File: config.mk
export PLATFORM = sky130hd
export DESIGN_NAME = dhi_host_port
export DESIGN_NICKNAME = d
export VERILOG_FILES = /design/src/design/dhi_pkg.sv /design/src/design/dhi_fifo.sv /design/src/design/dhi_host_port.sv
export SDC_FILE = /design/constraint.sdc
export NUM_CORES = 1
export LEC_CHECK = 0
export BUFFER_PORTS_ARGS = -buffer_cell sky130_fd_sc_hd__buf_2
export CAP_MARGIN = 20
export CORE_ASPECT_RATIO = 0.7
export CORE_MARGIN = 3
export CORE_UTILIZATION = 35
export CTS_CLUSTER_DIAMETER = 150
export CTS_CLUSTER_SIZE = 30
export DETAILED_ROUTE_END_ITERATION = 7
export PLACE_DENSITY_LB_ADDON = 0.08
export SLEW_MARGIN = 20
export SYNTH_ARGS = -nofsm -noshare
export SYNTH_HDL_FRONTEND = slang
export SYNTH_SLANG_ARGS = --single-unit
File: constraint.sdc
create_clock -name sys_clk -period 4.2 [get_ports sys_clk]
set_clock_uncertainty 0.1 [all_clocks]
set_input_delay 0.84 -clock sys_clk [delete_from_list [all_inputs] [get_ports sys_clk]]
set_output_delay 0.84 -clock sys_clk [all_outputs]
set_load 0.01 [all_outputs]
File: src/design/dhi_pkg.sv
// package of constants for the display host interface
package dhi_pkg;
    // ----------------------------------------
    // interface select strap codes
    // ----------------------------------------
    localparam logic [2:0] DHI_MODE_I2C = 3'h0;
    localparam logic [2:0] DHI_MODE_SPI3 = 3'h1;
    localparam logic [2:0] DHI_MODE_SPI4 = 3'h2;
    localparam logic [2:0] DHI_MODE_8080 = 3'h6;
    localparam logic [2:0] DHI_MODE_6800 = 3'h4;
    // ----------------------------------------
    // i2c addressing
    // ----------------------------------------
    localparam logic [5:0] DHI_I2C_ADDR_HI = 6'h1E;
    localparam int DHI_CTRL_CONT_BIT = 7;
    localparam int DHI_CTRL_DC_BIT = 6;
    // ----------------------------------------
    // widths, counts, fifo
    // ----------------------------------------
    localparam int DHI_DATA_W = 8;
    localparam int DHI_FIFO_W = 9;
    localparam int DHI_FIFO_DEPTH = 8;
    localparam int DHI_COL_W = 8;
    localparam logic [3:0] DHI_SPI4_BITS = 4'h8;
    localparam logic [3:0] DHI_SPI3_BITS = 4'h9;
    localparam logic [3:0] DHI_I2C_ACK_BIT = 4'h8;
    localparam logic [3:0] DHI_I2C_LAST_BIT = 4'h9;
    localparam logic [7:0] DHI_STATUS_IDLE = 8'h00;
endpackage : dhi_pkg

File: src/design/dhi_fifo.sv
// small valid/ready fifo for received bytes
`timescale 1ns/1ps
module dhi_fifo #(
    parameter int WIDTH = 9,
    parameter int DEPTH = 8
) (
    // clock and reset
    input wire logic sys_clk,
    input wire logic rst_b,
    // fill side
    input wire logic in_valid,
    output logic in_ready,
    input wire logic [WIDTH-1:0] in_data,
    // drain side
    output logic out_valid,
    input wire logic out_ready,
    output logic [WIDTH-1:0] out_data
);
    localparam int AW = $clog2(DEPTH);
    logic [WIDTH-1:0] mem_q [DEPTH];
    logic [AW:0] wr_q;
    logic [AW:0] rd_q;
    logic push;
    logic pop;

    assign in_ready = (wr_q - rd_q) != (AW+1)'(DEPTH);
    assign out_valid = wr_q != rd_q;
    assign out_data = mem_q[rd_q[AW-1:0]];
    assign push = in_valid && in_ready;
    assign pop = out_valid && out_ready;

    always_ff @(posedge sys_clk) begin
        if (push) begin
            mem_q[wr_q[AW-1:0]] <= in_data;
        end
    end

    always_ff @(posedge sys_clk or negedge rst_b) begin
        if (!rst_b) begin
            wr_q <= '0;
            rd_q <= '0;
        end else begin
            wr_q <= wr_q + (AW+1)'(push);
            rd_q <= rd_q + (AW+1)'(pop);
        end
    end
endmodule : dhi_fifo

File: src/design/dhi_host_port.sv
// host command/data port: parallel, spi and i2c front ends
`timescale 1ns/1ps
// Notes on behaviour
// - eight data, five control lines; mode fixed by three strap pins.
// - 6800 read/write low writes, high reads; dc low status, high data.
// - parallel and 4-wire modes: dc low is command, high is data.
// - 6800 captures on strobe falling edge while chip select low.
// - first parallel display read is a dummy; real data from second.
// - 8080 read completes on read strobe rising edge with select low.
// - 8080 write latches on write strobe rising edge with select low.
// - 4-wire spi shifts serial_in msb first on rising serial clock.
// - 4-wire spi samples dc on eighth clock; host holds it stable.
// - 4-wire byte delivered on the clock completing the eighth bit.
// - serial modes are write only, no read path.
// - 3-wire spi word is flag bit then data bits seven to zero.
// - 3-wire flag one routes to display ram, zero to command.
// - i2c answers only address 0111100 or 0111101 per addr_select_bit.
// - i2c matches address first, ignores transfers for other slaves.
// - i2c read/write bit one reads, zero writes.
// - data and acknowledges share the i2c line; ack via data out pin.
// - control byte holds continuation and dc flags then six zeros.
// - continuation zero makes all following bytes data only.
// - column pointer advances by one after each display data write.
// - reset pin low clears the serial shift register.
module dhi_host_port
    import dhi_pkg::*;
(
    // clock and reset
    input wire logic sys_clk,
    input wire logic rst_b,
    // straps and control pins
    input wire logic [2:0] interface_select_straps,
    input wire logic chip_select_n,
    input wire logic cmd_data_select,
    input wire logic read_write_n,
    input wire logic parallel_strobe,
    // parallel data pins
    input wire logic [7:0] data_in,
    output logic [7:0] data_out,
    output logic data_oe,
    // serial pins
    input wire logic serial_clock,
    input wire logic serial_in,
    output logic i2c_data_out_pin,
    output logic i2c_data_oe,
    // core side
    output logic byte_valid,
    input wire logic byte_ready,
    output logic [7:0] byte_data,
    output logic byte_is_data,
    input wire logic [7:0] status_in,
    input wire logic [7:0] ram_rd_data,
    output logic [dhi_pkg::DHI_COL_W-1:0] column_ptr,
    output logic port_stall
);
    import dhi_pkg::*;
    // ----------------------------------------
    // pin synchronisers
    // ----------------------------------------
    // order: cs_n, dc, rw, strobe, sclk, serial_in
    logic [5:0] sy1_q;
    logic [5:0] sy2_q;
    logic [5:0] sy3_q;
    logic [7:0] din_q1;
    logic [7:0] din_q2;
    always_ff @(posedge sys_clk or negedge rst_b) begin
        if (!rst_b) begin
            sy1_q <= 6'h3F;
            sy2_q <= 6'h3F;
            sy3_q <= 6'h3F;
            din_q1 <= 8'h00;
            din_q2 <= 8'h00;
        end else begin
            sy1_q <= {chip_select_n, cmd_data_select, read_write_n, parallel_strobe,
                      serial_clock, serial_in};
            sy2_q <= sy1_q;
            sy3_q <= sy2_q;
            din_q1 <= data_in;
            din_q2 <= din_q1;
        end
    end
    logic cs_n_s, dc_s, rw_s, stb_s, sclk_s, serial_in_s, sclk_p, stb_p, sda_p;
    assign {cs_n_s, dc_s, rw_s, stb_s, sclk_s, serial_in_s} = sy2_q;
    assign sclk_p = sy3_q[1];
    assign stb_p = sy3_q[2];
    assign sda_p = sy3_q[0];
    logic [2:0] mode_q;
    // straps re-sampled on every clock after reset release, not held fixed
    always_ff @(posedge sys_clk or negedge rst_b) begin
        if (!rst_b) begin
            mode_q <= 3'h0;
        end else begin
            mode_q <= interface_select_straps;
        end
    end
    wire is_6800 = mode_q == DHI_MODE_6800;
    wire is_8080 = mode_q == DHI_MODE_8080;
    wire is_spi4 = mode_q == DHI_MODE_SPI4;
    wire is_spi3 = mode_q == DHI_MODE_SPI3;
    wire is_i2c = mode_q == DHI_MODE_I2C;
    wire sclk_rise = sclk_s && !sclk_p;
    wire sclk_fall = !sclk_s && sclk_p;
    // ----------------------------------------
    // parallel strobe decode
    // ----------------------------------------
    // 6800: E falls; 8080: rd#/wr# rise (rd# on strobe, wr# on rw pin)
    wire e_fall = is_6800 && !stb_s && stb_p && !cs_n_s;
    wire rw_rise = rw_s && !sy3_q[3];
    wire par_wr = (e_fall && !rw_s) || (is_8080 && !cs_n_s && rw_rise);
    wire par_rd = (e_fall && rw_s) || (is_8080 && !cs_n_s && stb_s && !stb_p);
    // ----------------------------------------
    // serial shift (spi and i2c)
    // ----------------------------------------
    typedef enum logic [3:0] {
        DHI_I2C_IDLE_S = 4'h1,
        DHI_I2C_ADDR_S = 4'h2,
        DHI_I2C_CTRL_S = 4'h4,
        DHI_I2C_DATA_S = 4'h8
    } dhi_i2c_t;
    dhi_i2c_t i2c_q;
    logic [8:0] sh_q;
    logic [3:0] bit_q;
    logic i2c_dc_q, i2c_cont_q, ack_q;
    wire i2c_start = is_i2c && sclk_s && sclk_p && sda_p && !serial_in_s;
    wire i2c_stop = is_i2c && sclk_s && sclk_p && !sda_p && serial_in_s;
    wire spi_on = (is_spi4 || is_spi3) && !cs_n_s;
    wire [3:0] spi_len = is_spi3 ? DHI_SPI3_BITS : DHI_SPI4_BITS;
    wire spi_done = spi_on && sclk_rise && (bit_q == spi_len - 4'h1);
    wire i2c_byte = is_i2c && sclk_rise && bit_q == DHI_I2C_ACK_BIT - 4'h1;
    wire [8:0] sh_next = {sh_q[7:0], serial_in_s};
    always_ff @(posedge sys_clk or negedge rst_b) begin
        if (!rst_b) begin
            sh_q <= 9'h000;
            bit_q <= 4'h0;
        end else if ((is_spi4 || is_spi3) && cs_n_s) begin
            bit_q <= 4'h0;
        end else if (i2c_start || i2c_stop) begin
            bit_q <= 4'h0;
        end else if (spi_on && sclk_rise) begin
            sh_q <= sh_next;
            bit_q <= spi_done ? 4'h0 : bit_q + 4'h1;
        end else if (is_i2c && sclk_rise && i2c_q != DHI_I2C_IDLE_S) begin
            if (bit_q < DHI_I2C_ACK_BIT) begin
                sh_q <= sh_next;
            end
            bit_q <= (bit_q == DHI_I2C_ACK_BIT) ? 4'h0 : bit_q + 4'h1;
        end
    end
    // ----------------------------------------
    // i2c protocol state
    // ----------------------------------------
    wire [6:0] my_addr = {DHI_I2C_ADDR_HI, dc_s};
    always_ff @(posedge sys_clk or negedge rst_b) begin
        if (!rst_b) begin
            i2c_q <= DHI_I2C_IDLE_S;
            i2c_dc_q <= 1'b0;
            i2c_cont_q <= 1'b1;
            ack_q <= 1'b0;
        end else if (!is_i2c || i2c_stop) begin
            i2c_q <= DHI_I2C_IDLE_S;
            ack_q <= 1'b0;
        end else if (i2c_start) begin
            i2c_q <= DHI_I2C_ADDR_S;
            i2c_cont_q <= 1'b1;
            ack_q <= 1'b0;
        end else begin
            if (sclk_fall && bit_q == DHI_I2C_ACK_BIT) begin
                ack_q <= 1'b1;
            end else if (sclk_fall) begin
                ack_q <= 1'b0;
            end
            if (i2c_byte) begin
                unique case (i2c_q)
                    DHI_I2C_ADDR_S: begin
                        // read mode (bit 1) has no path here; treated as not ours
                        if (sh_next[7:1] == my_addr && !sh_next[0]) begin
                            i2c_q <= DHI_I2C_CTRL_S;
                        end else begin
                            i2c_q <= DHI_I2C_IDLE_S;
                        end
                    end
                    DHI_I2C_CTRL_S: begin
                        i2c_dc_q <= sh_next[DHI_CTRL_DC_BIT];
                        i2c_cont_q <= sh_next[DHI_CTRL_CONT_BIT];
                        i2c_q <= DHI_I2C_DATA_S;
                    end
                    DHI_I2C_DATA_S: begin
                        if (i2c_cont_q) begin
                            i2c_q <= DHI_I2C_CTRL_S;
                        end else begin
                            i2c_q <= DHI_I2C_DATA_S;
                        end
                    end
                    DHI_I2C_IDLE_S: begin
                        i2c_q <= DHI_I2C_IDLE_S;
                    end
                endcase
            end
        end
    end
    // ack held low through the ninth clock; pin may be left open by host
    always_ff @(posedge sys_clk or negedge rst_b) begin
        if (!rst_b) begin
            i2c_data_out_pin <= 1'b0;
            i2c_data_oe <= 1'b0;
        end else begin
            i2c_data_out_pin <= 1'b0;
            i2c_data_oe <= ack_q && i2c_q != DHI_I2C_IDLE_S;
        end
    end
    // ----------------------------------------
    // byte delivery into fifo
    // ----------------------------------------
    logic push_v;
    logic [8:0] push_d;
    logic fifo_in_ready;
    always_comb begin
        push_v = 1'b0;
        push_d = 9'h000;
        if (par_wr) begin
            push_v = 1'b1;
            push_d = {dc_s, din_q2};
        end else if (spi_done && is_spi4) begin
            push_v = 1'b1;
            push_d = {dc_s, sh_next[7:0]};
        end else if (spi_done && is_spi3) begin
            push_v = 1'b1;
            push_d = sh_next;
        end else if (i2c_byte && i2c_q == DHI_I2C_DATA_S) begin
            push_v = 1'b1;
            push_d = {i2c_dc_q, sh_next[7:0]};
        end
    end
    logic fifo_out_valid;
    logic [8:0] fifo_out_data;
    dhi_fifo #(.WIDTH(DHI_FIFO_W), .DEPTH(DHI_FIFO_DEPTH)) u_fifo (
        .sys_clk(sys_clk),
        .rst_b(rst_b),
        .in_valid(push_v),
        .in_ready(fifo_in_ready),
        .in_data(push_d),
        .out_valid(fifo_out_valid),
        .out_ready(byte_ready && !byte_valid),
        .out_data(fifo_out_data)
    );
    // registered output stage; pops one byte per handshake
    always_ff @(posedge sys_clk or negedge rst_b) begin
        if (!rst_b) begin
            byte_valid <= 1'b0;
            byte_data <= 8'h00;
            byte_is_data <= 1'b0;
            port_stall <= 1'b0;
            column_ptr <= '0;
        end else begin
            byte_valid <= fifo_out_valid && byte_ready && !byte_valid;
            if (fifo_out_valid && byte_ready && !byte_valid) begin
                byte_data <= fifo_out_data[7:0];
                byte_is_data <= fifo_out_data[8];
                if (fifo_out_data[8]) begin
                    column_ptr <= column_ptr + 8'h01;
                end
            end
            port_stall <= !fifo_in_ready;
        end
    end
    // ----------------------------------------
    // parallel read path (serial modes never drive)
    // ----------------------------------------
    logic [7:0] rd_pipe_q;
    always_ff @(posedge sys_clk or negedge rst_b) begin
        if (!rst_b) begin
            rd_pipe_q <= 8'h00;
            data_out <= DHI_STATUS_IDLE;
            data_oe <= 1'b0;
        end else begin
            // reading drives bus while strobe active; serial modes never drive
            data_oe <= !cs_n_s && ((is_6800 && rw_s && stb_s) || (is_8080 && !stb_s));
            if (par_rd && dc_s) begin
                data_out <= rd_pipe_q;
                rd_pipe_q <= ram_rd_data;
            end else if (par_rd) begin
                data_out <= status_in;
            end
        end
    end
    // ----------------------------------------
    // checks
    // ----------------------------------------
    serial_no_drive_a: assert property (@(posedge sys_clk) disable iff (!rst_b)
        !(is_6800 || is_8080) |=> !data_oe) else $error("data bus driven in serial mode");
    cs_ignores_a: assert property (@(posedge sys_clk) disable iff (!rst_b)
        cs_n_s |-> !par_wr && !par_rd && !spi_on) else $error("strobe taken while deselected");
    spi4_count_a: assert property (@(posedge sys_clk) disable iff (!rst_b)
        is_spi4 |-> bit_q < DHI_SPI4_BITS) else $error("spi4 bit count overran");
    spi_push_a: assert property (@(posedge sys_clk) disable iff (!rst_b)
        spi_done |-> push_v) else $error("spi byte not delivered");
    spi3_route_a: assert property (@(posedge sys_clk) disable iff (!rst_b)
        spi_done && is_spi3 |-> push_d[8] == sh_q[7]) else $error("3-wire flag misrouted");
    par_capture_a: assert property (@(posedge sys_clk) disable iff (!rst_b)
        par_wr |-> push_d == {dc_s, din_q2}) else $error("parallel byte mismatch");
    col_step_a: assert property (@(posedge sys_clk) disable iff (!rst_b)
        byte_valid && byte_is_data |-> column_ptr == $past(column_ptr) + 8'h01)
        else $error("column pointer did not step");
    addr_only_a: assert property (@(posedge sys_clk) disable iff (!rst_b)
        i2c_q == DHI_I2C_ADDR_S && i2c_byte && sh_next[7:1] != my_addr
        |=> i2c_q == DHI_I2C_IDLE_S) else $error("foreign i2c address accepted");
    cmd_write_c: cover property (@(posedge sys_clk) disable iff (!rst_b) par_wr && !dc_s);
    spi3_data_c: cover property (@(posedge sys_clk) disable iff (!rst_b) spi_done && is_spi3);
    i2c_data_c: cover property (@(posedge sys_clk) disable iff (!rst_b)
        i2c_byte && i2c_q == DHI_I2C_DATA_S);
    stall_c: cover property (@(posedge sys_clk) disable iff (!rst_b) port_stall);
endmodule : dhi_host_port

======== After elaboration in Yosys (flattened, before gate mapping) ========
Memory sizes are Yosys's and may differ from the RTL's.
Index checks and enable logic that the tools add are counted.
storage, ports and cells
  output and inout bits ................... 30
  bits of input ports ..................... 36
  bits in writable memories ............... 72
  memories ................................ 1
  word-level logic and storage cells ...... 157
  register bits ........................... 99
memories
  memory        words  bits a word  rd ports  clocked after memory_dff  wr ports  RTL line        text
  u_fifo.mem_q  8      9            1         0                         1         dhi_fifo.sv:20  logic [WIDTH-1:0] mem_q [DEPTH];
cells by class
  bitwise logic cells ..................... 4
  equality and inequality tests ........... 15
  mux-type cells .......................... 35
  $add $sub $neg .......................... 6
  $lt $le $gt $ge ......................... 1
  reduce and logical (&&, ||, !) cells .... 72
operators by type and width
  operator                                                          number
  1-bit logical AND                                                 41
  4-bit two-way mux                                                 10
  8-bit two-way mux                                                 5
  9-bit two-way mux                                                 4
  4-bit case mux with 4 select lines                                1
  1-bit two-way mux                                                 14
  1-bit logical NOT                                                 12
  2-bit nonzero test                                                5
  4-bit by 1-bit adder with 4-bit output                            2
  8-bit by 1-bit adder with 8-bit output (second input constant)    1
  4-bit by 3-bit == test with 1-bit output (second input constant)  2
  4-bit == test (second input constant)                             2
  4-bit AND reduction                                               2
  4-bit nonzero test                                                2
  7-bit by 6-bit == test with 1-bit output                          1
  3-bit == test (second input constant)                             2
  1-bit logical OR                                                  6
  4-bit by 1-bit adder with 4-bit output (second input constant)    1
  4-bit by 1-bit == test with 1-bit output (second input constant)  1
  4-bit by 2-bit == test with 1-bit output (second input constant)  1
  4-bit == test                                                     1
  4-bit < comparator (second input constant)                        1
  4-bit by 1-bit != test with 1-bit output (second input constant)  1
  4-bit != test                                                     1
  11 further kinds                                                  14

======== Longest topological paths before layout ========
Gate-level depths: netlist of the first run.
  depth after elaboration ................. 12
  gate-level depth with buffers ........... 12
  mapped depth without buffers ............ 9

======== By module ========
Synthesis of the first run repeated with hierarchy kept, for this count alone.
second synthesis, totals
  cell total of the unflattened synthesis .. 476
  area total of the unflattened synthesis .. 6954.2 um^2
modules (own cells, without submodules)
  module         area each (um^2)  instances  cells an instance  seq. area each (um^2)
  dhi_host_port  3699.8            1          302                2299.7
  dhi_fifo       3254.4            1          174                2362.3

======== Worst setup path before layout of the first run ========
No wires, ideal clock.
  path kind ............................... reg2reg
  from .................................... register u_fifo.rd_q[1]
  to ...................................... register u_fifo.rd_q[2]
  period minus slack after synthesis ...... 3.024 ns
  arrival time ............................ 2.799 ns
  path buffers ............................ 4
  setup slack ............................. 1.176 ns
  data required time ...................... 3.975 ns
  stages on the path, launching flop included .. 13
  library setup time ...................... 0.125 ns
  path through ............................ dfrtp_1 clkbuf_1 buf_1 inv_1 ha_1 and2_1 a311o_1 clkbuf_1 clkbuf_1 inv_1 ha_1 ha_1 xor2_1
between the ends
  word-level cells in the longest chain between the ends .. 3
ends and longest elaborated chain
  item                                        RTL line        text
  from (decl)                                 dhi_fifo.sv:22  logic [AW:0] rd_q;
  from (signal assigned)                      dhi_fifo.sv:44  rd_q <= rd_q + (AW+1)'(pop);
  4-bit != test                               dhi_fifo.sv:27  assign out_valid = wr_q != rd_q;
  1-bit logical AND                           dhi_fifo.sv:30  assign pop = out_valid && out_ready;
  4-bit by 1-bit adder with 4-bit output (*)  dhi_fifo.sv:44
Mark *: on every way between the ends. The rest lies on a longest branch, timed or not.
A chain may end at the register's enable or synchronous reset.

======== Worst setup path after layout of the first run ========
  from .................................... register mode_q[1]
  to ...................................... memory u_fifo.mem_q[7][1] (enable)
between the ends
  word-level cells in the longest chain between the ends .. 12
  elaborated cells between the ends (all ways) .. 31
  classes of those cells .................. add/sub: 1; eq/ne: 5; mux: 7; reduce/logical: 18
ends and longest elaborated chain
  item                                                                                                         RTL line                                    text
  from (decl)                                                                                                  dhi_host_port.sv:87                         logic [2:0] mode_q;
  from (signal assigned)                                                                                       dhi_host_port.sv:93                         mode_q <= interface_select_straps;
  3-bit by 1-bit == test with 1-bit output / 3-bit by 2-bit == test with 1-bit output (equally long branches)  dhi_host_port.sv:99, dhi_host_port.sv:98
  1-bit two-way mux / 1-bit logical OR (equally long branches)                                                 dhi_host_port.sv:127, dhi_host_port.sv:126
  4-bit by 1-bit subtractor with 4-bit output / 1-bit logical AND (equally long branches)                      dhi_host_port.sv:128, dhi_host_port.sv:126
  4-bit == test / 1-bit logical AND (equally long branches)                                                    dhi_host_port.sv:128                        wire spi_done = spi_on && sclk_rise && (bit_q == spi_len - 4'h1);
  1-bit logical AND                                                                                            dhi_host_port.sv:128
  1-bit logical AND                                                                                            dhi_host_port.sv:226                        end else if (spi_done && is_spi3) begin
  1-bit two-way mux                                                                                            dhi_host_port.sv:226
  1-bit two-way mux                                                                                            dhi_host_port.sv:223                        end else if (spi_done && is_spi4) begin
  1-bit two-way mux (*)                                                                                        dhi_host_port.sv:220                        if (par_wr) begin
  1-bit logical AND (*)                                                                                        dhi_fifo.sv:29                              assign push = in_valid && in_ready;
  1-bit two-way mux (*)                                                                                        dhi_fifo.sv:33                              if (push) begin
  1-bit two-way mux (implied by the code) (*)                                                                  dhi_fifo.sv:34                              mem_q[wr_q[AW-1:0]] <= in_data;
  to (decl)                                                                                                    dhi_fifo.sv:20
Marked as above.

==> results of run 1 <==
-- through the flow --
| step | hold slack [ns] | cell area [µm²] |
|---|---|---|
| after global placement | 0.2346 | 7526 |
| after detailed placement | 0.2365 | 7526 |
| after CTS | 0.2471 | 8157 |
| final | 0.2457 | 8157 |
| after global routing | 0.2609 | 8157 |
| after floorplan | 0.2312 | 6895 |
-- cells by family after synthesis --
logic type | Yosys count
other | 1
muxes | 62
adders and majority gates | 10
buffers and inverters | 26
AOI/OAI and AO/OA | 54
DFF | 171
and+or+nand+nor | 104
xor gates and xnor gates | 18
-- layout make-up --
| cell class | instances | area (µm²) | area share, % |
|---|---|---|---|
| Timing Repair Buffer | 71 | 375.4 | 4.602 |
| Tap cell | 264 | 330.3 | 4.050 |
| Inverter | 12 | 45.04 | 0.5522 |
| Clock buffer | 19 | 432.9 | 5.308 |
| Clock inverter | 13 | 197.7 | 2.424 |
| Multi-Input combinational cell | 249 | 2113 | 25.91 |
| Sequential cell | 171 | 4662 | 57.16 |
-- per-layer routing --
layer | part of all wire [%] | GRT usage, % | vias to the layer above
met1 | 50 | 19.98 | 1955
met4 | 1.5 | 5.522 | 0
li1 | - | - | 1823
met5 | 0 | 0 | -
met2 | 43 | 20.63 | 88
met3 | 5.0 | 3.929 | 16
-- worst min path at each step --
stage	slack, ns	startpoint	cells past startpoint	to
6_report	0.25	din_q1[4]$_DFF_PN0_	0	din_q2[4]$_DFF_PN0_
5_1_grt	0.26	sy1_q[4]$_DFF_PN1_	0	sy2_q[4]$_DFF_PN1_
4_1_cts	0.25	din_q1[4]$_DFF_PN0_	0	din_q2[4]$_DFF_PN0_
3_5_place_dp	0.24	din_q1[1]$_DFF_PN0_	0	din_q2[1]$_DFF_PN0_
3_3_place_gp	0.23	din_q1[6]$_DFF_PN0_	0	din_q2[6]$_DFF_PN0_
2_1_floorplan	0.23	din_q1[0]$_DFF_PN0_	0	din_q2[0]$_DFF_PN0_
-- registers in the layout (all words and copies together), names as in the netlist, 3 cells and up --
signal / count
byte_data: 8
din_q1: 8
u_fifo.mem_q: 72
u_fifo.wr_q: 4
din_q2: 8
rd_pipe_q: 8
column_ptr: 8
bit_q: 4
sy1_q: 6
sy3_q: 4
sh_q: 8
i2c_q: 4
u_fifo.rd_q: 4
mode_q: 3
data_out: 8
sy2_q: 6
-- where the power goes --
part | switching (W) | total (W) | internal (W)
Combinational | 0.000459 | 0.000856 | 0.000397
Clock | 0.000634 | 0.00168 | 0.00105
Sequential | 0.000158 | 0.00208 | 0.00192
Total | 0.00125 | 0.00462 | 0.00337
-- cells in the final DEF (no fill, tap or decap), types with 7 or more instances in the layout --
| cell type | instances |
|---|---|
| mux4_2 | 18 |
| mux2i_1 | 26 |
| dfrtp_1 | 81 |
| clkbuf_16 | 17 |
| dfstp_2 | 18 |
| inv_1 | 11 |
| nand2_1 | 34 |
| ha_1 | 10 |
| nor2_1 | 16 |
| xor2_1 | 7 |
| xnor2_1 | 11 |
| buf_2 | 63 |
| o21ai_0 | 24 |
| edfxtp_1 | 72 |
| a21oi_1 | 8 |
| mux2_2 | 18 |
| buf_4 | 8 |
==> summary.md, run 1 <==
| Metric | Value |
|---|---|
| Post-synth EDFFs | `72` |
| Clk slew on worst S/H paths | `0.06 ns` |
| Final hold vios | `0` |
| MaxCap Viol Count | `0` |
| Fillcell total | `1783` |
| Hold buffer count at CTS | `0` |
| DR WL/cell | `between 15 and 20 µm` |
| Slew headroom | `42.53%` |
| Routed WL | `13880 µm` |
| CP max-delay cell | `and4_1` |
| Worst-margin pin slew | `0.8621 ns` |
| Final core occ | `42.64%` |
| Vias in the first global route | `4188` |
| FP Rows | `42` |
| First-pass GRT wire length | `22890 µm` |
| # clock sinks | `171` |
| Number of buffers created by CTS | `17` |
| Initial antenna violation count | `0` |
| Crit end category | `register` |
| Mux contribution to synthesized area | `12.59%` |
| Async set-reset flop share out of synthesis | `between 50% and 60%` |
| Final setup margin | `about 1.2 ns` |
| Post-synthesis xor/xnor area fraction | `2.286%` |
| Total Die Area | `0.02145 mm²` |
| Port Buffer Count | `64` |
| CORE AREA | `0.01913 mm²` |
| P&R area growth vs syn | `18.29%` |
| Ys Warns | `0` |
| Die height | `roughly 120 µm` |
| Maximum number of pins on one net before global-route repair | `54` |
| Setup CP Type | `reg2reg` |
| Most frequent cell after synthesis | `dfrtp_1` |
| Clock buffer depth | `2` |
| Setup crit start | `mode_q[1]$_DFF_PN0_` |
| Worst reg-to-reg path cell count | `5` |
| Post-synthesis simple-gate area fraction | `8.764%` |
| Nets | `568` |
| Die Wd | `173.8 µm` |
| Boundary Pins | `66` |
| All-Layer GR Usage | `14.09%` |
| CP Capture Point | `u_fifo.mem_q[7][1]$_DFFE_PP_` |
| Synth cell count leaders | `dfrtp_1 (81), edfxtp_1 (72), nand2_1 (34)` |
| PD cells | `566.8 mW/mm²` |
| Crit path depth | `5` |
| GRT overflow | `0` |
| Req. time, crit path | `about 4.2 ns` |
| Top-area cell type share of the netlist area | `31.36%` |
| Initial Util | `36.05%` |
| Layout cells sized above 1 | `30.84%` |
| Cell count after synthesis | `446` |
| Flops & latches, synth | `171` |
| Clk_lat worst skew | `~0.43 ns` |
| DRC | `0` |
| Register area share after synthesis | `roughly two thirds` |
| RSZ-0062 raised after global routing | `false` |
| CTS tree | `built` |
| TNS Setup | `0 ns` |
| Antenna Diode Count | `0` |
| Reg2reg setup slack | `between 1 and 1.5 ns` |
| Final period utilization | `72.57%` |
| Reg-to-Reg End | `u_fifo.mem_q[7][1]$_DFFE_PP_` |
| Crit-path leading delay family | `simple AND/OR/NAND/NOR gates` |
| Ranking of synthesized cells by area | `edfxtp_1 (31%), dfrtp_1 (29%), dfstp_2 (6.9%), mux4_2 (5.9%), mux2i_1 (3.8%)` |
| Synth Cell Area | `0.006895 mm²` |
| Placed cell count | `767` |
| Top FF cell, synth | `dfrtp_1` |
| Vias | `3882` |
| 1st-iter DRT viols | `171` |
| Largest stage delay, worst path | `around 0.55 ns` |
| Buf+Inv Stages, Crit Path | `0` |
| # Post-CTS Setup Buffers | `0` |
| Number of setup violations in the final report | `0` |
| Adder-Cell Fraction of Synth Area | `1.815%` |
| Post-route ant nets | `0` |
| Initial DRT Pass Iterations | `4` |
| Synth cell types | `61` |
| Area leader, netlist | `edfxtp_1` |
| Syn_area_per_cell | `15.46 µm²` |
| Post-DP HPWL | `9576 µm` |
| H-tree Lvls | `4` |
| Final total power | `between 0.004 and 0.005 W` |
| Fmax achieved | `around 0.33 GHz` |
| Post-place setup slack | `1.144 ns` |
| Finished Layout Cells | `799` |
| Gpl congestion | `0.7915` |
| Via/cell ratio | `4.859` |
| Worst hold path class | `reg2reg` |
| Syn Nets | `492` |
| Reg2reg start | `mode_q[1]$_DFF_PN0_` |
| Leak | `between 3 and 4 nW` |
| Worst Path Max Fanout | `10` |
| Worst vdd ir | `0.3143 mV` |
| CTS resizes | `0` |
| Main combinational cell family by area after synthesis | `multiplexers` |
| Root Driver | `clkbuf_16` |
| Critical Path, Cell by Cell | `or3_1 -> nor4_4 -> a221oi_2 -> nor2_4 -> and4_1` |
| Fin crit period | `3.048 ns` |
| Critical Path AT | `3.01 ns` |
| Final Max Tran Viols | `0` |
| Status | `finished, final reports clean` |
| Compound-Gate Fraction of Synth Area | `5.135%` |
| CP startpoint kind | `register` |
Power figures use the tool's default switching activity.
==> run 2: changes to the inputs <==
ABC_AREA = 1   (was default)
clock period = 2.8 ns   (was 4.2 ns; I/O delays follow)
==> summary.md, run 2 <==
| Metric | Value |
|---|---|
| MaxCap Viol Count | `0` |
| Syn_area_per_cell | `10.49 µm²` |
| Reg-to-Reg End | `u_fifo.mem_q[5][0]$_DFFE_PP_` |
| # Post-CTS Setup Buffers | `0` |
| Boundary Pins | `66` |
| DR WL/cell | `16.57 µm` |
| Top FF cell, synth | `dfrtp_1` |
| TNS Setup | `0 ns` |
| Top-area cell type share of the netlist area | `30.35%` |
| Clk slew on worst S/H paths | `approximately 0.070 ns` |
| Net Sw Frac | `about 34%` |
| Fin crit period | `2.287 ns` |
| Flop pwr share | `42.7%` |
| Most frequent cells in the layout | `nand2_1 (132), nor2_1 (92), dfrtp_1 (81), edfxtp_1 (72), nand3_1 (64)` |
| Combinational Power Share | `25.0%` |
| Number of buffers created by CTS | `17` |
| Clock power share | `32.3%` |
| Internal power | `0.004827 W` |
| Initial antenna violation count | `0` |
| Post-DP HPWL | `roughly 12000 µm` |
| Initial Util | `36.63%` |
| Nets | `803` |
| Async set-reset flop share out of synthesis | `slightly below 60%` |
| Maximum number of pins on one net before global-route repair | `between 50 and 60` |
| DRC | `0` |
| Register area share after synthesis | `65.45%` |
| RSZ-0062 raised after global routing | `false` |
| Vias | `4943` |
| Die Wd | `176.5 µm` |
| Most common cell after layout, fill and taps aside | `nand2_1` |
| Port Buffer Count | `64` |
| CP startpoint kind | `register` |
| Synth Cell Area | `0.007123 mm²` |
| Gpl congestion | `roughly 0.82` |
| Fmax achieved | `0.4373 GHz` |
| Total Die Area | `0.02213 mm²` |
| Worst Path Max Fanout | `9` |
| First-pass GRT wire length | `around 27000 µm` |
| Max reg flops | `72` |
| Hold buffer count at CTS | `0` |
| Psw | `0.002473 W` |
| Reg2reg setup slack | `0.51 ns` |
| All-Layer GR Usage | `16.14%` |
| Clock buffer depth | `2` |
| Status | `finished, final reports clean` |
| Worst-margin pin slew | `0.6381 ns` |
| Leak | `3.688 nW` |
| CORE AREA | `approximately 0.019 mm²` |
| Layout cells sized above 1 | `between 10% and 20%` |
| Reg2reg start | `mode_q[0]$_DFF_PN0_` |
| Placed cell count | `roughly 1000` |
| Flops & latches, synth | `about 170` |
| Crit end category | `register` |
| Ranking of synthesized cells by area | `edfxtp_1 (30%), dfrtp_1 (28%), nand2_1 (7.0%), dfstp_2 (6.6%), nor2_1 (4.8%)` |
| Synth cell types | `33` |
| Worst reg-to-reg path cell count | `9` |
| Most frequent cell after synthesis | `nand2_1` |
| Clk_lat worst skew | `approximately 0.43 ns` |
| P&R area growth vs syn | `17.95%` |
| 1st-iter DRT viols | `613` |
| PD cells | `868.8 mW/mm²` |
| Setup CP Type | `reg2reg` |
| Syn Nets | `725` |
| Number of setup violations in the final report | `0` |
| Critical Path AT | `approximately 2.3 ns` |
| Req. time, crit path | `2.83 ns` |
| Cell count after synthesis | `679` |
| Vias in the first global route | `4655` |
| Via/cell ratio | `4.780` |
| Finished Layout Cells | `1034` |
| CTS resizes | `0` |
| Post-placement cell area | `0.007810 mm²` |
| Worst hold path class | `in2async` |
| Slew headroom | `57.46%` |
| Synth cell count leaders | `nand2_1 (132), nor2_1 (92), dfrtp_1 (81)` |
| Final period utilization | `a little over 80%` |
| Final Max Tran Viols | `0` |
| H-tree Lvls | `4` |
| Post-route ant nets | `0` |
| Worst vdd ir | `between 0.4 and 0.5 mV` |
| # clock sinks | `about 170` |
| Antenna Diode Count | `0` |
| GRT overflow | `0` |
| Final hold vios | `0` |
| FP Rows | `42` |
| CTS tree | `built` |
| Area leader, netlist | `edfxtp_1` |
| Root Driver | `clkbuf_16` |
| Ys Warns | `0` |
| Post-synth EDFFs | `72` |
| Routed WL | `17140 µm` |
| Die height | `125.4 µm` |
| Post-route cell area | `0.008402 mm²` |
| Initial DRT Pass Iterations | `4` |
| Final total power | `approximately 0.0073 W` |
[run 2: cell types whose count changed in the layout (fill, tap and decap cells not counted), sizes merged, moves of 18 or more]
cell	previous run	this run
o21ai	24	48
mux2i	26	8
nand3	5	65
nand2	34	139
nor2	17	93
inv	13	58
mux4	18	0
mux2	18	0
[run 2: kinds of logic (layout without fill, tap and decap cells)]
family | after synthesis | after routing | synth area share, %
muxes | 8 | 8 | 1.124
DFF | 171 | 171 | 65.45
and+or+nand+nor | 315 | 315 | 18.81
adders and majority gates | 10 | 10 | 1.757
AOI/OAI and AO/OA | 88 | 88 | 7.009
buffers and inverters | 72 | 163 | 4.075
xor gates and xnor gates | 14 | 14 | 1.721
other | 1 | 1 | 0.05265
[run 2: cell type report]
cell class,instances,area [µm²]
fill,1860,11040
inverter,51,191.4
clock inverter,12,123.9
multi-input combinational,436,2171
tap,264,330.3
clock buffer,20,467.9
sequential,171,4662
timing repair buffer,80,455.4
[run 2: stage by stage]
stage	utilization, %	worst slack [ns]	hold slack, ns
finish	43.21	0.5130	0.04201
global route	43.21	0.3318	0.09363
CTS	43.21	0.5353	0.05555
detailed placement	40.17	0.5496	0.2379
global placement	40.17	0.5456	0.2394
floorplan	-	0.5257	0.1644
[run 2: power groups by stage]
stage	Clock, W	Combinational, W	Sequential [W]
after floorplan	0	0.00113	0.00317
after global placement	0	0.00181	0.00315
after detailed placement	0	0.00183	0.00316
after CTS	0.00242	0.00183	0.00312
after global routing	0.00253	0.00205	0.00315
final	0.00236	0.00182	0.00311
[run 2: worst max path at each step]
| stage | from | endpoint | slack [ns] | cells after the start |
|---|---|---|---|---|
| global route | u_fifo.wr_q[0]$_DFF_PN0_ | u_fifo.mem_q[5][0]$_DFFE_PP_ | 0.33 | 14 |
| detailed placement | u_fifo.rd_q[2]$_DFF_PN0_ | u_fifo.wr_q[2]$_DFF_PN0_ | 0.55 | 11 |
| global placement | u_fifo.rd_q[2]$_DFF_PN0_ | u_fifo.wr_q[2]$_DFF_PN0_ | 0.55 | 11 |
| floorplan | u_fifo.rd_q[1]$_DFF_PN0_ | u_fifo.mem_q[0][0]$_DFFE_PP_ | 0.53 | 12 |
| finish | mode_q[0]$_DFF_PN0_ | u_fifo.mem_q[5][0]$_DFFE_PP_ | 0.51 | 9 |
| CTS | u_fifo.rd_q[1]$_DFF_PN0_ | u_fifo.mem_q[5][0]$_DFFE_PP_ | 0.54 | 13 |
[run 2: per-layer routing]
metal	GRT usage, %	part of all wire, %	vias to the layer above
met4	3.740	0.67	0
met1	27.11	55	2370
met2	19.73	38	129
met3	4.758	6.7	13
met5	0	0	-
li1	-	-	2431
[run 2: worst max-delay path, cell delays in order (launching register included)]
cell	delay (ns)
dfrtp_1	0.44
nor2_1	0.20
nand2_1	0.13
nor2_4	0.14
nand4_1	0.24
nand3_1	0.21
nand2_2	0.07
buf_4	0.17
nor2_1	0.10
buf_4	0.19
==> run 3: changes to the inputs <==
ABC_AREA = 0   (was 1)
clock period = 2.2 ns   (was 2.8 ns; I/O delays follow)
==> summary.md, run 3 (same netlist as run 1, synthesis figures left out) <==
| Metric | Value |
|---|---|
| Worst hold path class | `in2reg` |
| Crit end category | `register` |
| Reg2reg start | `u_fifo.wr_q[1]$_DFF_PN0_` |
| CTS tree | `built` |
| Reg2reg setup slack | `-0.17 ns` |
| DRC | `0` |
| Largest stage delay, worst path | `0.42 ns` |
| Req. time, crit path | `between 2 and 2.5 ns` |
| GRT overflow | `0` |
| DR WL/cell | `17.26 µm` |
| Net Sw Frac | `roughly 30%` |
| Root Driver | `clkbuf_16` |
| Fmax achieved | `0.4215 GHz` |
| Buf+Inv Stages, Crit Path | `0` |
| Boundary Pins | `66` |
| P&R area growth vs syn | `29.89%` |
| Die Wd | `between 150 and 200 µm` |
| Slew headroom | `between 60 and 70%` |
| Max reg flops | `72` |
| Gpl congestion | `0.7713` |
| All-Layer GR Usage | `14.54%` |
| FP Rows | `42` |
| 1st-iter DRT viols | `217` |
| Clk slew on worst S/H paths | `0.07 ns` |
| Post-route ant nets | `0` |
| Vias | `approximately 4000` |
| Final hold vios | `0` |
| Flop pwr share | `43.6%` |
| Final Max Tran Viols | `0` |
| # clock sinks | `171` |
| Psw | `0.002680 W` |
| Layout cells sized above 1 | `between 40 and 50%` |
| Final setup margin | `-0.1727 ns` |
| Maximum number of pins on one net before global-route repair | `60` |
| Setup CP Type | `reg2reg` |
| Final total power | `0.009008 W` |
| Initial DRT Pass Iterations | `4` |
| Routed WL | `between 10000 and 15000 µm` |
| Total Die Area | `0.02145 mm²` |
| CP startpoint kind | `register` |
| Clock buffer depth | `2` |
| Initial antenna violation count | `0` |
| Worst hold path endpoint | `sy1_q[5]$_DFF_PN1_` |
| Crit-path leading delay family | `simple AND/OR/NAND/NOR gates` |
| Worst reg-to-reg path cell count | `6` |
| PD cells | `1006 mW/mm²` |
| Worst-margin pin slew | `0.5837 ns` |
| First-pass GRT wire length | `23820 µm` |
| Worst Path Max Fanout | `9` |
| Final period utilization | `107.8%` |
| Internal power | `approximately 0.0063 W` |
| RSZ-0062 raised after global routing | `true` |
| Post-place setup slack | `-0.3686 ns` |
| H-tree Lvls | `4` |
| Critical Path, Cell by Cell | `ha_4 -> nor2b_4 -> o21a_1 -> o311a_4 -> nor2_4 -> and4bb_4` |
| Number of buffers created by CTS | `17` |
| Port Buffer Count | `64` |
| Failing checks | `negative setup slack` |
| Fin crit period | `2.373 ns` |
| Worst vdd ir | `0.5370 mV` |
| Initial Util | `36.05%` |
| Vias in the first global route | `4319` |
| Via/cell ratio | `around 4.8` |
| Reg-to-Reg End | `u_fifo.mem_q[4][5]$_DFFE_PP_` |
| Hold depth | `1` |
| HP Start | `chip_select_n` |
| Clk_lat worst skew | `0.42 ns` |
| Die height | `roughly 120 µm` |
| Number of setup violations in the final report | `102` |
| Status | `finished, violations left` |
| Leak | `3.656 nW` |
| Post-DP HPWL | `10250 µm` |
| CP max-delay cell | `dfrtp_1` |
| Most common cell after layout, fill and taps aside | `dfrtp_1` |
| Most frequent cells in the layout | `dfrtp_1 (81), edfxtp_1 (72), buf_2 (63), buf_4 (52), nand2_1 (33)` |
| Nets | `629` |
| Critical Path AT | `2.39 ns` |
| Clock power share | `32.4%` |
| Combinational Power Share | `24.0%` |
| MaxCap Viol Count | `0` |
| Antenna Diode Count | `0` |
| CORE AREA | `0.01913 mm²` |
==> run 3: cell count changes in the layout (fill, tap and decap cells not counted), moves of 8 or more <==
cell / delta
o21ai_0: -16
mux2i_1: +12
buf_4: +36
mux2_2: +17
a21oi_1: -13
o21ai_1: -8
nand2_1: -99
nand3_1: -61
o211ai_1: -17
inv_1: -34
mux4_2: +18
nor2_1: -82
==> run 3: cell type report <==
| class | instances | area (µm²) |
|---|---|---|
| multi-input cells | 252 | 2457 |
| clock inverters | 11 | 97.59 |
| repair buffers | 129 | 882.1 |
| fillers | 1699 | 10170 |
| well taps | 264 | 330.3 |
| clock buffers | 21 | 481.7 |
| inverters | 12 | 45.04 |
| flip-flops and latches | 171 | 4662 |
==> run 3: what timing repair did <==
item | CTS | global route
endpoints found under the setup margin | 151 | 160
gates resized for setup | 27 | 28
gates cloned | 1 | 2
pin swaps | 10 | 5
hold buffers | 6 | 0
hold endpoints to repair | 21 | 0
buffers inserted | 3 | 6
==> run 3: routing by layer <==
metal / up-vias / part of all wire [%] / track usage, % / wire length, µm
li1: 1948 / - / - / -
met1: 2057 / 51 / 21.22 / 7630
met2: 80 / 44 / 21.68 / 6488
met3: 11 / 4.0 / 3.929 / 589
met4: 0 / 0.90 / 3.614 / 133
met5: - / 0 / 0 / 0
==> run 3: stage by stage <==
stage	utilization, %	hold WS [ns]	cell area, µm²	cells	setup TNS [ns]
4_1_cts	45.68	0.003709	8737	853	-9.725
6_report	46.82	0.02276	8956	860	-9.351
3_5_place_dp	41.54	0.2363	7945	811	-35.46
2_1_floorplan	-	0.04441	6999	446	-18.60
5_1_grt	46.82	0.001102	8956	860	-24.68
3_3_place_gp	41.54	0.2360	7945	811	-26.02
==> run 3: worst max-delay path by stage <==
stage | start | to | depth (start not counted)
floorplan | u_fifo.rd_q[1]$_DFF_PN0_ | u_fifo.mem_q[3][0]$_DFFE_PP_ | 9
global placement | bit_q[1]$_DFFE_PN0P_ | u_fifo.mem_q[5][2]$_DFFE_PP_ | 5
detailed placement | bit_q[1]$_DFFE_PN0P_ | u_fifo.mem_q[3][7]$_DFFE_PP_ | 5
CTS | u_fifo.wr_q[1]$_DFF_PN0_ | u_fifo.mem_q[4][5]$_DFFE_PP_ | 6
global route | mode_q[1]$_DFF_PN0_ | u_fifo.mem_q[4][5]$_DFFE_PP_ | 6
finish | u_fifo.wr_q[1]$_DFF_PN0_ | u_fifo.mem_q[4][5]$_DFFE_PP_ | 6
==> run 3: power groups by stage <==
stage,Clock [W],Sequential [W],Combinational (W)
3_5_place_dp,0,0.00397,0.00199
4_1_cts,0.00300,0.00392,0.00212
6_report,0.00292,0.00392,0.00216
3_3_place_gp,0,0.00396,0.00196
2_1_floorplan,0,0.00405,0.00119
5_1_grt,0.00314,0.00398,0.00242
